**src/design/wwd_pkg.sv**
```systemverilog
// windowed watchdog: constants, register map and types
// assumes a single register clock; oscillator tick arrives as a pin level
package wwd_pkg;

    // ----------------------------------------
    // register offsets
    // ----------------------------------------
    localparam logic [1:0] ADDR_CTRL = 2'h0;
    localparam logic [1:0] ADDR_WIN  = 2'h1;
    localparam logic [1:0] ADDR_STAT = 2'h2;

    // ----------------------------------------
    // field positions
    // ----------------------------------------
    localparam int CHG_BIT  = 0;
    localparam int RUN_BIT  = 1;
    localparam int CODE_LSB = 2;
    localparam int CODE_MSB = 5;
    localparam int BUSY_BIT = 0;

    // ----------------------------------------
    // codes, counts and reset values
    // ----------------------------------------
    localparam logic [3:0]  CODE_MAX   = 4'hA;
    localparam logic [13:0] BASE_TICKS = 14'h0008;
    localparam logic [13:0] CNT_ONE    = 14'h0001;
    localparam logic [7:0]  RDATA_RST  = 8'h00;
    localparam logic [1:0]  RSVD_ZERO  = 2'h0;

    typedef enum logic {PH_CLOSED, PH_OPEN} wwd_phase_t;

    typedef struct packed {
        logic [3:0] per;
        logic       run;
        logic [3:0] wper;
        logic       wen;
    } wwd_cfg_t;

    typedef struct packed {
        logic [1:0] addr;
        logic [7:0] wdata;
        logic       wr;
        logic       rd;
    } wwd_req_t;

    typedef struct packed {
        wwd_cfg_t   vis;
        wwd_cfg_t   act;
        logic       busy;
        logic [13:0] cnt;
        wwd_phase_t phase;
        logic       fire;
        logic [7:0] rdata;
        logic       tick_s1;
        logic       tick_s2;
        logic       tick_s3;
    } wwd_state_t;

    localparam wwd_state_t STATE_RST = '0;

endpackage

```
**src/design/wwd_top.sv**
```systemverilog
// windowed watchdog: registers, config crossing and window counter
// assumes kick and unlock come from the core on REF_CLK; fuses are static
//
// The plain strobed port was left to the implementer.
`timescale 1ns/100ps
module wwd_top (
    // clock and reset
    input  wire logic       REF_CLK,
    input  wire logic       SYS_RST,
    // register port
    input  wire logic [1:0] REG_ADDR,
    input  wire logic [7:0] REG_WDATA,
    input  wire logic       REG_WR,
    input  wire logic       REG_RD,
    output logic      [7:0] REG_RDATA,
    // protection and restart
    input  wire logic       PROT_UNLOCK,
    input  wire logic       KICK,
    // oscillator tick, asynchronous
    input  wire logic       OSC_TICK,
    // fuses
    input  wire logic       FUSE_LOCK,
    input  wire logic       FUSE_RUN,
    input  wire logic       FUSE_WIN_EN,
    input  wire logic [3:0] FUSE_TIMEOUT,
    input  wire logic [3:0] FUSE_WINDOW,
    // reset request
    output logic            SYS_RESET_REQ
);

    // ----------------------------------------
    // decode helpers
    // ----------------------------------------
    function automatic logic code_ok(input logic [3:0] code);
        return code <= wwd_pkg::CODE_MAX;
    endfunction

    function automatic logic [13:0] ticks_of(input logic [3:0] code);
        return 14'(wwd_pkg::BASE_TICKS << code);
    endfunction

    wwd_pkg::wwd_state_t st_q;
    wwd_pkg::wwd_state_t st_d;
    wwd_pkg::wwd_req_t   req;
    wwd_pkg::wwd_cfg_t   fuse_cfg;
    logic                tick;
    logic                wr_ok;
    logic                wr_ctrl;
    logic                wr_win;
    logic                accepted;
    logic                closed_live;
    logic [13:0]         cnt_inc;

    assign req      = '{addr: REG_ADDR, wdata: REG_WDATA, wr: REG_WR, rd: REG_RD};
    assign fuse_cfg = '{per: FUSE_TIMEOUT, run: FUSE_RUN,
                        wper: FUSE_WINDOW, wen: FUSE_WIN_EN};

    // rising edge taken from the second and third stages
    assign tick    = st_q.tick_s2 & ~st_q.tick_s3;
    assign wr_ok   = req.wr & PROT_UNLOCK;
    assign wr_ctrl = wr_ok && req.addr == wwd_pkg::ADDR_CTRL
                     && req.wdata[wwd_pkg::CHG_BIT] && !FUSE_LOCK;
    assign wr_win  = wr_ok && req.addr == wwd_pkg::ADDR_WIN
                     && req.wdata[wwd_pkg::CHG_BIT];
    assign accepted = wr_ctrl | wr_win;
    assign cnt_inc  = st_q.cnt + wwd_pkg::CNT_ONE;
    // invalid closed code means no closed period at all
    assign closed_live = st_q.act.wen && st_q.phase == wwd_pkg::PH_CLOSED
                         && code_ok(st_q.act.wper);

    // ----------------------------------------
    // next state
    // ----------------------------------------
    always_comb begin
        st_d         = st_q;
        st_d.fire    = 1'b0;
        st_d.rdata   = wwd_pkg::RDATA_RST;
        st_d.tick_s1 = OSC_TICK;
        st_d.tick_s2 = st_q.tick_s1;
        st_d.tick_s3 = st_q.tick_s2;

        if (wr_ctrl) begin
            st_d.vis.per = req.wdata[wwd_pkg::CODE_MSB:wwd_pkg::CODE_LSB];
            st_d.vis.run = req.wdata[wwd_pkg::RUN_BIT];
        end
        if (wr_win) begin
            st_d.vis.wen = req.wdata[wwd_pkg::RUN_BIT];
            if (!FUSE_LOCK) begin
                st_d.vis.wper = req.wdata[wwd_pkg::CODE_MSB:wwd_pkg::CODE_LSB];
            end
        end

        // while running, new config waits for the next tick; a write in the
        // same cycle as that tick keeps busy set so nothing is lost
        if (accepted && st_q.act.run) begin
            st_d.busy = 1'b1;
        end else if (accepted) begin
            st_d.act = st_d.vis;
        end else if (tick && st_q.busy) begin
            st_d.act  = st_q.vis;
            st_d.busy = 1'b0;
        end

        if (!st_q.act.run) begin
            st_d.cnt   = '0;
            st_d.phase = wwd_pkg::PH_CLOSED;
        end else if (KICK) begin
            st_d.fire  = closed_live;
            st_d.cnt   = '0;
            st_d.phase = wwd_pkg::PH_CLOSED;
        end else if (tick) begin
            if (closed_live) begin
                if (cnt_inc >= ticks_of(st_q.act.wper)) begin
                    st_d.cnt   = '0;
                    st_d.phase = wwd_pkg::PH_OPEN;
                end else begin
                    st_d.cnt = cnt_inc;
                end
            end else if (code_ok(st_q.act.per)) begin
                // open period or normal mode; expiry is the late case too
                if (cnt_inc >= ticks_of(st_q.act.per)) begin
                    st_d.fire  = 1'b1;
                    st_d.cnt   = '0;
                    st_d.phase = wwd_pkg::PH_CLOSED;
                end else begin
                    st_d.cnt = cnt_inc;
                end
            end
        end

        if (req.rd) begin
            case (req.addr)
                wwd_pkg::ADDR_CTRL: begin
                    st_d.rdata = {wwd_pkg::RSVD_ZERO, st_q.vis.per, st_q.vis.run, 1'b0};
                end
                wwd_pkg::ADDR_WIN: begin
                    st_d.rdata = {wwd_pkg::RSVD_ZERO, st_q.vis.wper, st_q.vis.wen, 1'b0};
                end
                wwd_pkg::ADDR_STAT: begin
                    st_d.rdata[wwd_pkg::BUSY_BIT] = st_q.busy;
                end
                default: begin
                    st_d.rdata = wwd_pkg::RDATA_RST;
                end
            endcase
        end
    end

    // fuses are static levels, caught by this clocked reset
    always_ff @(posedge REF_CLK) begin
        if (SYS_RST) begin
            st_q     <= wwd_pkg::STATE_RST;
            st_q.vis <= fuse_cfg;
            st_q.act <= fuse_cfg;
        end else begin
            st_q <= st_d;
        end
    end

    assign REG_RDATA     = st_q.rdata;
    assign SYS_RESET_REQ = st_q.fire;
endmodule

```
**config.mk**
```make
export PLATFORM = sky130hd
export DESIGN_NAME = wwd_top
export DESIGN_NICKNAME = d
export VERILOG_FILES = /design/src/design/wwd_pkg.sv /design/src/design/wwd_top.sv
export SDC_FILE = /design/constraint.sdc
export NUM_CORES = 1
export LEC_CHECK = 0
export ABC_AREA = 1
export BUFFER_PORTS_ARGS = -buffer_cell sky130_fd_sc_hd__buf_2
export CORE_MARGIN = 5
export CORE_UTILIZATION = 62
export CTS_CLUSTER_SIZE = 28
export DETAILED_ROUTE_END_ITERATION = 10
export PLACE_DENSITY = 0.95
export RECOVER_POWER = 100
export REMOVE_ABC_BUFFERS = 1
export SYNTH_ARGS = -nofsm -noshare
export SYNTH_HDL_FRONTEND = slang
export SYNTH_SLANG_ARGS = --single-unit
```
**constraint.sdc**
```tcl
create_clock -name REF_CLK -period 6.7 [get_ports REF_CLK]
set_input_delay 0.335 -clock REF_CLK [delete_from_list [all_inputs] [get_ports REF_CLK]]
set_output_delay 0.335 -clock REF_CLK [all_outputs]
set_load 0.02 [all_outputs]
```
---- After elaboration in Yosys (flattened, before gate mapping) ----
Cells that the tools add are included.
operators by class
  bitwise logic cells ..................... 8
  muxes and demuxes ....................... 23
  $lt $le $gt $ge ......................... 4
  shift-type cells ........................ 2
  reduce and logical (&&, ||, !) cells .... 23
  eq/ne operators ......................... 5
  add/sub/neg operators ................... 1
operators with widths
  kind                                                                     number
  16-bit two-way mux                                                       3
  48-bit two-way mux                                                       1
  15-bit two-way mux                                                       2
  14-bit greater-or-equal comparator                                       2
  14-bit two-way mux                                                       2
  4-bit by 4-bit left shift with 14-bit output, first input constant       2
  10-bit two-way mux                                                       2
  14-bit by 1-bit adder with 14-bit output, second input constant          1
  11-bit two-way mux                                                       1
  5-bit two-way mux                                                        2
  5-bit case mux with 2 select lines                                       1
  1-bit logical AND                                                        9
  4-bit less-or-equal comparator, second input constant                    2
  1-bit two-way mux                                                        6
  6-bit two-way mux                                                        1
  2-bit AND reduction                                                      3
  2-bit nonzero test                                                       3
  3-bit OR reduction                                                       2
  1-bit NOT                                                                5
  4-bit two-way mux                                                        1
  2-bit by 1-bit inequality test with 1-bit output, second input constant  2
  4-bit AND reduction                                                      1
  2-bit OR reduction                                                       2
  3-bit nonzero test                                                       1
  8 further kinds                                                          9
storage, ports and cells
  bits in registers ....................... 48
  input bits .............................. 28
  output and inout bits ................... 9
  logic and storage cells ................. 83

---- Logic depth before layout (Yosys ltp) ----
Gate-level depths: netlist (run 1).
  depth after elaboration ................. 9
  mapped depth ............................ 24
  depth with buffers taken out ............ 24

---- Worst setup path before layout (run 1) ----
No wires, ideal clock.
  path type ............................... register -> register
  start ................................... reg st_q[15] (netlist name)
  end ..................................... reg st_q[17] (netlist name)
  setup slack ............................. 4.344 ns
  stages on the path, launching flop included .. 23
  buffers on the path ..................... 1
  required time ........................... 6.630 ns
  library setup time ...................... 0.070 ns
  arrival ................................. 2.286 ns
  period minus slack after synthesis ...... 2.356 ns
  cells stage by stage .................... dfxtp_1 nand2_1 nor2_1 nand4_1 inv_1 nand2_1 xor2_1 inv_1 ha_1 nand2_1 nor2_1 nand4_1 nand2_1 nor2_1 nand2_1 nand2_1 nand2_1 nand2_1 nand2_2 nand2_4 buf_6 nand4_1 a21oi_1
between the ends
  word-level cells in the longest chain between the ends .. 5
  elaborated cells between the ends (all ways) .. 7
  those cells by class .................... add/sub (1); order compare (2); mux (4)
ends and longest elaborated chain
  item                                        RTL line        RTL
  start, declared                             wwd_top.sv:42   wwd_pkg::wwd_state_t st_q;
  start signal, assigned                      wwd_top.sv:152  st_q <= wwd_pkg::STATE_RST;
  start signal, assigned                      wwd_top.sv:156  st_q <= st_d;
  14-bit by 1-bit adder with 14-bit output *  wwd_top.sv:66   assign cnt_inc = st_q.cnt + wwd_pkg::CNT_ONE;
  14-bit greater-or-equal comparator          wwd_top.sv:121  if (cnt_inc >= ticks_of(st_q.act.per)) begin
  14-bit two-way mux                          wwd_top.sv:121
  16-bit two-way mux                          wwd_top.sv:119  end else if (code_ok(st_q.act.per)) begin
  15-bit two-way mux *                        wwd_top.sv:112  if (closed_live) begin
Mark *: on every way between the ends. The rest lies on a longest branch, timed or not. The select of a mux whose other input is x is not followed.
A chain may end at the register's enable or synchronous reset.

---- Worst setup path in the final report (run 1) ----
  start ................................... reg st_q[15] (netlist name)
  end ..................................... reg st_q[12] (netlist name)
between the ends
  word-level cells in the longest chain between the ends .. 4
  elaborated cells between the ends (all ways) .. 6
  those cells by class .................... add/sub (1); order compare (2); eq/ne (1); reduce/logical (2)
ends and longest elaborated chain
  item                                                                                              RTL line
  14-bit by 1-bit adder with 14-bit output *                                                        wwd_top.sv:66
  14-bit greater-or-equal comparator (on tied branches)                                             wwd_top.sv:113, wwd_top.sv:121
  2-bit by 1-bit inequality test with 1-bit output (no line) or 2-bit nonzero test (tied branches)  --
  4-bit AND reduction (no line) *                                                                   --
Mark *: on every way between the ends. The rest lies on a longest branch, timed or not.

==> results of run 1 <==
[worst paths after layout]
kind,to,slack [ns],cells past startpoint,start
worst min register to register,st_d[0],0.41,2,st_d[1]
worst max register to register,st_q[12],3.50,19,st_q[15]
worst min-delay path,st_d[1],0.24,3,OSC_TICK
worst max-delay path,st_q[12],3.50,19,st_q[15]
[kinds of logic after synthesis]
group | count (synthesis) | synth area share, %
other cells | 1 | 0.131
buf+inv | 60 | 9.45
xor+xnor | 9 | 2.75
simple gates | 204 | 32.3
fa+ha+maj | 20 | 8.71
compound gates | 57 | 11.1
flops | 46 | 35.6
[layout make-up]
| cell class | count | area share [%] |
|---|---|---|
| timing repair buffer | 32 | 4.82 |
| clock inverter | 3 | 1.46 |
| tap | 52 | 2.11 |
| inverter | 45 | 5.47 |
| multi-input combinational | 292 | 50.9 |
| clock buffer | 5 | 2.23 |
| sequential | 46 | 33.0 |
[power groups by stage]
stage / sequential (mW) / combinational [mW] / clock (mW)
after global placement: 0.311 / 0.0841 / 0
final: 0.306 / 0.0874 / 0.212
after global routing: 0.307 / 0.0984 / 0.228
after detailed placement: 0.311 / 0.0879 / 0
after floorplan: 0.311 / 0.0591 / 0
after CTS: 0.305 / 0.0889 / 0.210
[placed cells by master, fill, tap and decap left out, drive strengths merged]
cell type,instances
nand3,14
or2,1
ha,20
clkbuf,14
nand4,17
a21boi,1
nor2,42
xnor2,3
a31oi,4
buf,23
nor4,1
conb,2
clkinvlp,2
nand3b,2
bufinv,1
nor3b,2
and3,1
a21oi,37
edfxtp,10
dfxtp,36
o21ai,7
o21bai,3
nand2,123
inv,45
xor2,6
o221ai,1
o211ai,4
nor3,1
[flip-flops by register name, indices dropped and copies added (netlist names)]
| name | flops |
|---|---|
| st_q | 37 |
| SYS_RESET_REQ | 1 |
| st_d | 2 |
| REG_RDATA | 6 |
[per-layer routing]
| layer | wire (um) | vias to the layer above |
|---|---|---|
| met4 | 132 | 0 |
| met1 | 2660 | 1217 |
| met5 | 0 | - |
| met3 | 401 | 15 |
| met2 | 3260 | 107 |
| li1 | - | 1340 |
[worst max-delay path, stage by stage (launching register included)]
cell and delay, ns:
dfxtp_1 0.46, nand2_1 0.08, nor2_1 0.21, nand4_1 0.12
inv_1 0.11, nand3_1 0.10, nor2_1 0.18, nand2_1 0.09
xnor2_1 0.32, ha_1 0.31, nand3_1 0.11, nor2_1 0.06
nor2_2 0.08, nand2_1 0.10, nand2_1 0.41, nand2_1 0.13
nand2_1 0.10, nand2_1 0.06, nand2_1 0.05, nor2_1 0.04
==> reports/metrics.yaml, run 1 <==
routing:
  vias: 2679
  avgViaCountPerCell: 5.64
  drtIter0Drc: 152
  post-route-drc-count: 0
  drtPass1Iterations: 5
  drtAntennaViolNets: 0
  wl_per_cell_um: 13.6
  drt_wl_total_um: 6450
global_routing:
  met2_usage_pct: 38.2
  top_usage_layer: "met2"
  grt_usage_pct: 22.0
  grt_remaining_overflow: 0
  antenna_found_initial: 0
  grt_max_degree: 17
  grt_use_met1_pct: 27.5
  grt_pass1_wl_um: 11000
  use_met3_pct: 4.23
  grt_pass1_vias: 2511
placed_design:
  port_buffers: 32
  post-dp-hpwl_um: 4880
  post-place-ws_ns: 3.88
  dpl.cell_count: 467
  place_area_um2: 3000
  gp_congestion: 0.900
timing:
  worst_slack_ns: 3.50
  hold_viol_final: 0
  fin_crit_ns: 3.20
  relSlewSlack_pct: 31.9
  finalClockSkew_ns: 0.0130
  setup_violations: 0
  drv_slew: 0
  max_freq_mhz: 312
  fin_crit_sh_pct: 47.8
  worst_pin_slew_ns: 1.02
  grt_setup_unrepaired: "false"
  setup_tns_ns: 0
  finalHoldWorstSlack_ns: 0.242
synth:
  synth_ff_type: "dfxtp_1"
  async_flop_share_pct: 0
  netlist.area_leader.share_pct: 25.1
  synth_seq_cells: 46
  syn_inst: 397
  ys_types: 36
  avgSynthCellArea_um2: 7.23
  ys_top_cells_by_area: "dfxtp_1 (25%), nand2_1 (15%), edfxtp_1 (10%)"
  yosysWarnings: 0
  synth-seq-area-share_pct: 35.6
  synth_area_um2: 2870
  synth_common_cells: "nand2_1 (114), inv_1 (45), a21oi_1 (37), nor2_1 (37), dfxtp_1 (36)"
  yosysMostFrequentCell: "nand2_1"
  synth_top_area_cell: "dfxtp_1"
  synth_edf_count: 10
cells_and_area:
  final_util_pct: 70.0
  diodes: 0
  final_cell_count_no_fill: 475
  fillCellCount: 338
  area_growth_pct: 7.63
  fin_area_um2: 3090
  nets: 470
  multi_input_area_um2: 1570
  drive_above_1_share_pct: 11.1
  ff_latch_area_um2: 1020
clocking:
  clkLatencyLatePin_ns: 0.31
  cts_hold_buf: 0
  cts_tree: "built"
  cts_resized: 0
  cts_made_buffers: 5
  cts_max_path_buffers: 2
  cts.sinks: 46
  path_clk_slew_ns: 0.09
  htree_levels: 2
  cts_setup_buffers: 0
  cts_root_buf: "clkbuf_8"
die:
  initial_utilization_pct: 65.1
  io_pins: 37
  fp.dieH_um: 78.1
  die_w_um: 78.1
  dieArea_um2: 6090
  rows: 24
  core_region_area_um2: 4410
power:
  switching_share_pct: 28.0
  p_switching_mw: 0.169
  total_power_mw: 0.605
  clkPwrFrac_pct: 35.0
  ir_drop_mv: 0.172
  power_density_nw_per_um2: 196
  seqPwrFrac_pct: 50.5
  intPower_mw: 0.435
  comb_power_share_pct: 14.5
  p_leak_nw: 1.49
worst_setup_path:
  worstSetupPathType: "reg2reg"
  cp-start-kind: "flip-flop"
  crit_fanout: 14
  worstPathRequired_ns: 6.91
  endpoint_kind: "flip-flop"
  critPathArrivalTime_ns: 3.41
job:
  drv_cap: 0
status:
  status: "finished clean"
hold_path:
  hold_path.class: "in2reg"
(Power assumes the default switching activity.)
==> run 2: changes to the inputs <==
--- a/config.mk
+++ b/config.mk
@@ -8,10 +8,10 @@
 export ABC_AREA = 1
 export BUFFER_PORTS_ARGS = -buffer_cell sky130_fd_sc_hd__buf_2
 export CORE_MARGIN = 5
-export CORE_UTILIZATION = 62
+export CORE_UTILIZATION = 58
 export CTS_CLUSTER_SIZE = 28
 export DETAILED_ROUTE_END_ITERATION = 10
-export PLACE_DENSITY = 0.95
+export PLACE_DENSITY = 0.9
 export RECOVER_POWER = 100
 export REMOVE_ABC_BUFFERS = 1
 export SYNTH_ARGS = -nofsm -noshare
==> constraint.sdc (replaced) <==
create_clock -name REF_CLK -period 3.3 [get_ports REF_CLK]
set_input_delay 0.165 -clock REF_CLK [delete_from_list [all_inputs] [get_ports REF_CLK]]
set_output_delay 0.165 -clock REF_CLK [all_outputs]
set_load 0.02 [all_outputs]
==> run 2 against run 1 <==
  * Via count fell by 2.6%
  * Worst setup slack got worse by 3.2 ns
  * Combinational power is 110% higher
  * Critical path depth increased by 1
  * Cell count rose by 3.2%
  * Design area up 0.16%
  * Global-route usage shrank 1.2 points
  * Count of clock-buffer cells in the layout unchanged
  * First-iteration DRC count fell by 17%
  * Largest cell class unchanged
==> reports/metrics.yaml, run 2 (synthesized netlist as in run 1, its figures left out) <==
clocking:
  clkLatencyLatePin_ns: 0.31
  cts_root_buf: "clkbuf_8"
  path_clk_slew_ns: 0.09
  cts_resized: 0
  cts_setup_buffers: 0
  cts_hold_buf: 0
  cts_max_path_buffers: 2
  cts_made_buffers: 5
  cts_tree: "built"
  cts.sinks: 46
  htree_levels: 2
timing:
  hold_viol_final: 0
  worst_pin_slew_ns: 0.998
  relSlewSlack_pct: 33.5
  max_freq_mhz: 337
  fin_crit_sh_pct: 90.0
  grt_setup_unrepaired: "false"
  setup_violations: 0
  setup_tns_ns: 0
  drv_slew: 0
  fin_crit_ns: 2.97
  finalClockSkew_ns: 0.00465
power:
  ir_drop_mv: 0.323
  power_density_nw_per_um2: 372
  p_leak_nw: 1.49
  total_power_mw: 1.15
global_routing:
  grt_remaining_overflow: 0
  grt_pass1_vias: 2505
  grt_usage_pct: 20.8
  grt_pass1_wl_um: 10600
  grt_max_degree: 17
  antenna_found_initial: 0
routing:
  drtPass1Iterations: 4
  drtAntennaViolNets: 0
  drt_wl_total_um: 6350
  post-route-drc-count: 0
  wl_per_cell_um: 12.9
  drtIter0Drc: 126
  avgViaCountPerCell: 5.33
  vias: 2610
worst_setup_path:
  crit_fanout: 14
  worstSetupPathType: "reg2reg"
  cp-start-kind: "flip-flop"
  endpoint_kind: "flip-flop"
  reg2reg_slack_ns: 0.33
  worstPathRequired_ns: 3.51
  reg2reg_from: "st_q[17]"
  r2r-end: "st_q[12]"
  critPathArrivalTime_ns: 3.18
  rr_worst_depth: 20
die:
  die_w_um: 80.4
  dieArea_um2: 6460
  initial_utilization_pct: 60.4
  rows: 25
  io_pins: 37
  core_region_area_um2: 4750
  fp.dieH_um: 80.4
cells_and_area:
  area_growth_pct: 7.80
  nets: 470
  fin_area_um2: 3100
  diodes: 0
  layout_commonest_cell: "nand2_1"
  largest_register_ffs: 37
  regMostFlops: "st_q"
  drive_above_1_share_pct: 11.6
  final_cell_mix: "nand2_1 (114), inv_1 (45), nor2_1 (37), a21oi_1 (37), dfxtp_1 (36)"
  fillCellCount: 447
  final_cell_count_no_fill: 490
  final_util_pct: 65.1
placed_design:
  port_buffers: 32
  dpl.cell_count: 482
  place_area_um2: 3020
  post-dp-hpwl_um: 4910
  gp_congestion: 0.896
hold_path:
  worstHoldPathCells: 3
  hp-start: "OSC_TICK"
  whs_endpoint: "st_d[1]"
  hold_path.class: "in2reg"
job:
  drv_cap: 0
status:
  status: "finished clean"
## run 2: cell types whose count changed in the layout (fill, tap and decap cells not counted), sizes merged
cell and delta:
clkinvlp -1, bufinv -1, clkinv +2
## run 2: per-stage QoR
step           hold WS (ns)  setup WS (ns)
5_1_grt              0.0832         0.0459
6_report             0.0577          0.331
2_1_floorplan         0.236          0.902
3_5_place_dp          0.359          0.424
4_1_cts              0.0283          0.341
3_3_place_gp          0.360          0.570
## run 2: worst max path at each step
stage | start | endpoint | slack, ns | cells past startpoint
after floorplan | st_q[15] | st_q[12] | 0.90 | 24
after global placement | st_q[15] | st_q[12] | 0.57 | 19
after detailed placement | st_q[15] | st_q[12] | 0.42 | 19
after CTS | st_q[15] | st_q[12] | 0.34 | 19
after global routing | st_q[15] | st_q[12] | 0.05 | 24
final | st_q[17] | st_q[12] | 0.33 | 20
## run 2: critical path: stages (launching register included)
cell     delay [ns]
dfxtp_1        0.43
nand2_1        0.15
nor3b_1        0.43
xor2_1         0.32
ha_1           0.29
nand2_1        0.09
nor2_1         0.05
nand4_1        0.07
nand2_1        0.06
nor2_1         0.12
nand2_1        0.06
nand2_1        0.06
nand2_1        0.05
nand2_1        0.07
nand2_2        0.10
nand2_4        0.16
nand2_1        0.10
nand2_1        0.09
nand2_1        0.07
nand2_1        0.05
nor2_1         0.03
## run 2: power breakdown
| group | internal [mW] | total (mW) | switching (mW) |
|---|---|---|---|
| clock network | 0.149 | 0.351 | 0.202 |
| registers | 0.604 | 0.619 | 0.0152 |
| logic | 0.0560 | 0.181 | 0.125 |
## run 2: layout make-up
class | instances | area [um2] | share of cell area, %
Timing Repair Buffer | 32 | 149 | 4.81
Sequential cell | 46 | 1020 | 33.0
Tap cell | 67 | 83.8 | 2.71
Clock inverter | 3 | 21.3 | 0.687
Clock buffer | 5 | 68.8 | 2.22
Inverter | 45 | 169 | 5.46
Multi-Input combinational cell | 292 | 1580 | 51.1
## run 2: per-layer routing
layer / vias to the layer above / wire length, um / GRT usage, % / share of wire [%]
met5: - / 0 / 0 / 0
met4: 0 / 131 / 8.78 / 2.1
met3: 15 / 290 / 4.26 / 4.6
met2: 71 / 3190 / 36.4 / 50
met1: 1186 / 2730 / 24.5 / 43
li1: 1338 / - / - / -
==> run 3: changes to the inputs <==
--- a/config.mk
+++ b/config.mk
@@ -6,11 +6,12 @@
 export NUM_CORES = 1
 export LEC_CHECK = 0
 export ABC_AREA = 1
-export BUFFER_PORTS_ARGS = -buffer_cell sky130_fd_sc_hd__buf_2
+export BUFFER_PORTS_ARGS = -buffer_cell sky130_fd_sc_hd__clkbuf_2
 export CORE_MARGIN = 5
 export CORE_UTILIZATION = 58
 export CTS_CLUSTER_SIZE = 28
 export DETAILED_ROUTE_END_ITERATION = 10
+export GPL_TIMING_DRIVEN = 0
 export PLACE_DENSITY = 0.9
 export RECOVER_POWER = 100
 export REMOVE_ABC_BUFFERS = 1
==> run 3 against run 2 <==
  * Sequential power about the same
  * Clock skew up 0.0059 ns
  * Cell count unchanged
  * Hold slack worse by 0.017 ns
  * Routed wire length down 4.0%
  * Largest cell class unchanged
  * Total power up 0.82%
  * First-iteration DRC count up 75%
==> reports/metrics.yaml, run 3 (synthesized netlist as in run 1, its figures left out) <==
status:
  status: "finished clean"
global_routing:
  grt_pass1_wl_um: 10600
  met2_usage_pct: 36.0
  antenna_found_initial: 0
  grt_use_met1_pct: 24.7
  grt_pass1_vias: 2508
  grt_max_degree: 17
  use_met3_pct: 4.26
  grt_usage_pct: 20.8
  grt_remaining_overflow: 0
  top_usage_layer: "met2"
cells_and_area:
  nets: 470
  regMostFlops: "st_q"
  diodes: 0
  final_cell_mix: "nand2_1 (115), inv_1 (45), nor2_1 (37), a21oi_1 (37), dfxtp_1 (36)"
  layout_commonest_cell: "nand2_1"
  area_growth_pct: 7.84
  fillCellCount: 420
  largest_register_ffs: 37
  drive_above_1_share_pct: 11.3
timing:
  relSlewSlack_pct: 31.4
  drv_slew: 0
  worst_pin_slew_ns: 1.03
  setup_violations: 0
  fin_crit_ns: 2.87
  hold_viol_final: 0
  finalClockSkew_ns: 0.0105
  worst_slack_ns: 0.425
  setup_tns_ns: 0
  grt_setup_unrepaired: "false"
  max_freq_mhz: 348
  fin_crit_sh_pct: 87.1
  finalHoldWorstSlack_ns: 0.0410
worst_setup_path:
  rr_worst_depth: 24
  critPathArrivalTime_ns: 3.12
  worstSetupPathType: "reg2reg"
  cp-start-kind: "flip-flop"
  endpoint_kind: "flip-flop"
  worstPathRequired_ns: 3.55
  crit_fanout: 14
die:
  rows: 25
  core_region_area_um2: 4750
  dieArea_um2: 6460
  io_pins: 37
  fp.dieH_um: 80.4
  die_w_um: 80.4
  initial_utilization_pct: 60.4
routing:
  avgViaCountPerCell: 5.32
  post-route-drc-count: 0
  drtPass1Iterations: 5
  drt_wl_total_um: 6090
  vias: 2609
  drtIter0Drc: 220
  drtAntennaViolNets: 0
  wl_per_cell_um: 12.4
power:
  p_leak_nw: 1.49
  power_density_nw_per_um2: 375
  ir_drop_mv: 0.377
placed_design:
  gp_congestion: 0.863
  port_buffers: 32
  post-place-ws_ns: 0.502
  post-dp-hpwl_um: 4810
job:
  drv_cap: 0
clocking:
  cts.sinks: 46
  cts_max_path_buffers: 2
  clkLatencyLatePin_ns: 0.31
  cts_hold_buf: 0
  cts_resized: 0
  cts_setup_buffers: 0
  cts_tree: "built"
  htree_levels: 2
  path_clk_slew_ns: 0.09
  cts_made_buffers: 5
  cts_root_buf: "clkbuf_8"
hold_path:
  hold_path.class: "in2reg"
  worstHoldPathCells: 3
-- run 3: cell types whose count changed in the layout (fill, tap and decap cells not counted) --
cell and change:
nand2_2 -1, buf_2 -23, clkbuf_2 +23, inv_6 +1, nand2_1 +1, clkinv_2 -1
-- run 3: final timing paths --
check / to / slack (ns) / startpoint
worst max-delay path: st_q[12] / 0.43 / st_q[15]
worst min-delay path: st_d[1] / 0.04 / OSC_TICK
worst max register to register: st_q[12] / 0.43 / st_q[15]
worst min register to register: st_d[0] / 0.41 / st_d[1]
-- run 3: power by group --
group	switching [mW]	total [mW]	internal, mW	leakage [nW]
combinational	0.122	0.177	0.0555	1.05
sequential	0.0154	0.620	0.604	0.392
clock	0.210	0.364	0.153	0.0447
total	0.348	1.16	0.813	1.49
-- run 3: area by class of cell --
type	count	area, um2	share of cell area (%)
clock inverter	3	25.0	0.808
sequential	46	1020	33.0
multi-input combinational	292	1580	51.0
tap	67	83.8	2.71
timing repair buffer	32	149	4.81
inverter	45	169	5.45
clock buffer	5	68.8	2.22
-- run 3: metrics by stage --
stage	std cells	util [%]	instance area (um2)	total power, mW
detailed placement	482	63.4	3020	0.809
CTS	490	65.4	3110	1.16
floorplan	383	-	2770	0.752
global route	490	65.1	3100	1.22
finish	490	65.1	3100	1.16
global placement	482	63.4	3020	0.802
-- run 3: routing by layer --
metal	vias up	wire, um
met4	0	142
met1	1190	2640
met3	15	274
met2	66	3040
li1	1338	-
met5	-	0
-- run 3: critical path, stage by stage, from the launching register on --
cell and delay (ns):
dfxtp_1 0.45, nand2_1 0.08, nor2_1 0.20, nand4_1 0.11, inv_1 0.11, nand2_1 0.07
xor2_1 0.14, inv_1 0.10, ha_1 0.30, nand2_1 0.07, nor2_1 0.10, nand4_1 0.09
nand2_1 0.07, nor2_1 0.04, nand2_1 0.05, nand2_1 0.05, nand2_1 0.05, nand2_1 0.04
nand2_1 0.16, nand2_4 0.15, nand2_1 0.12, nand2_1 0.07, nand2_1 0.07, nand2_1 0.04
nor2_1 0.09
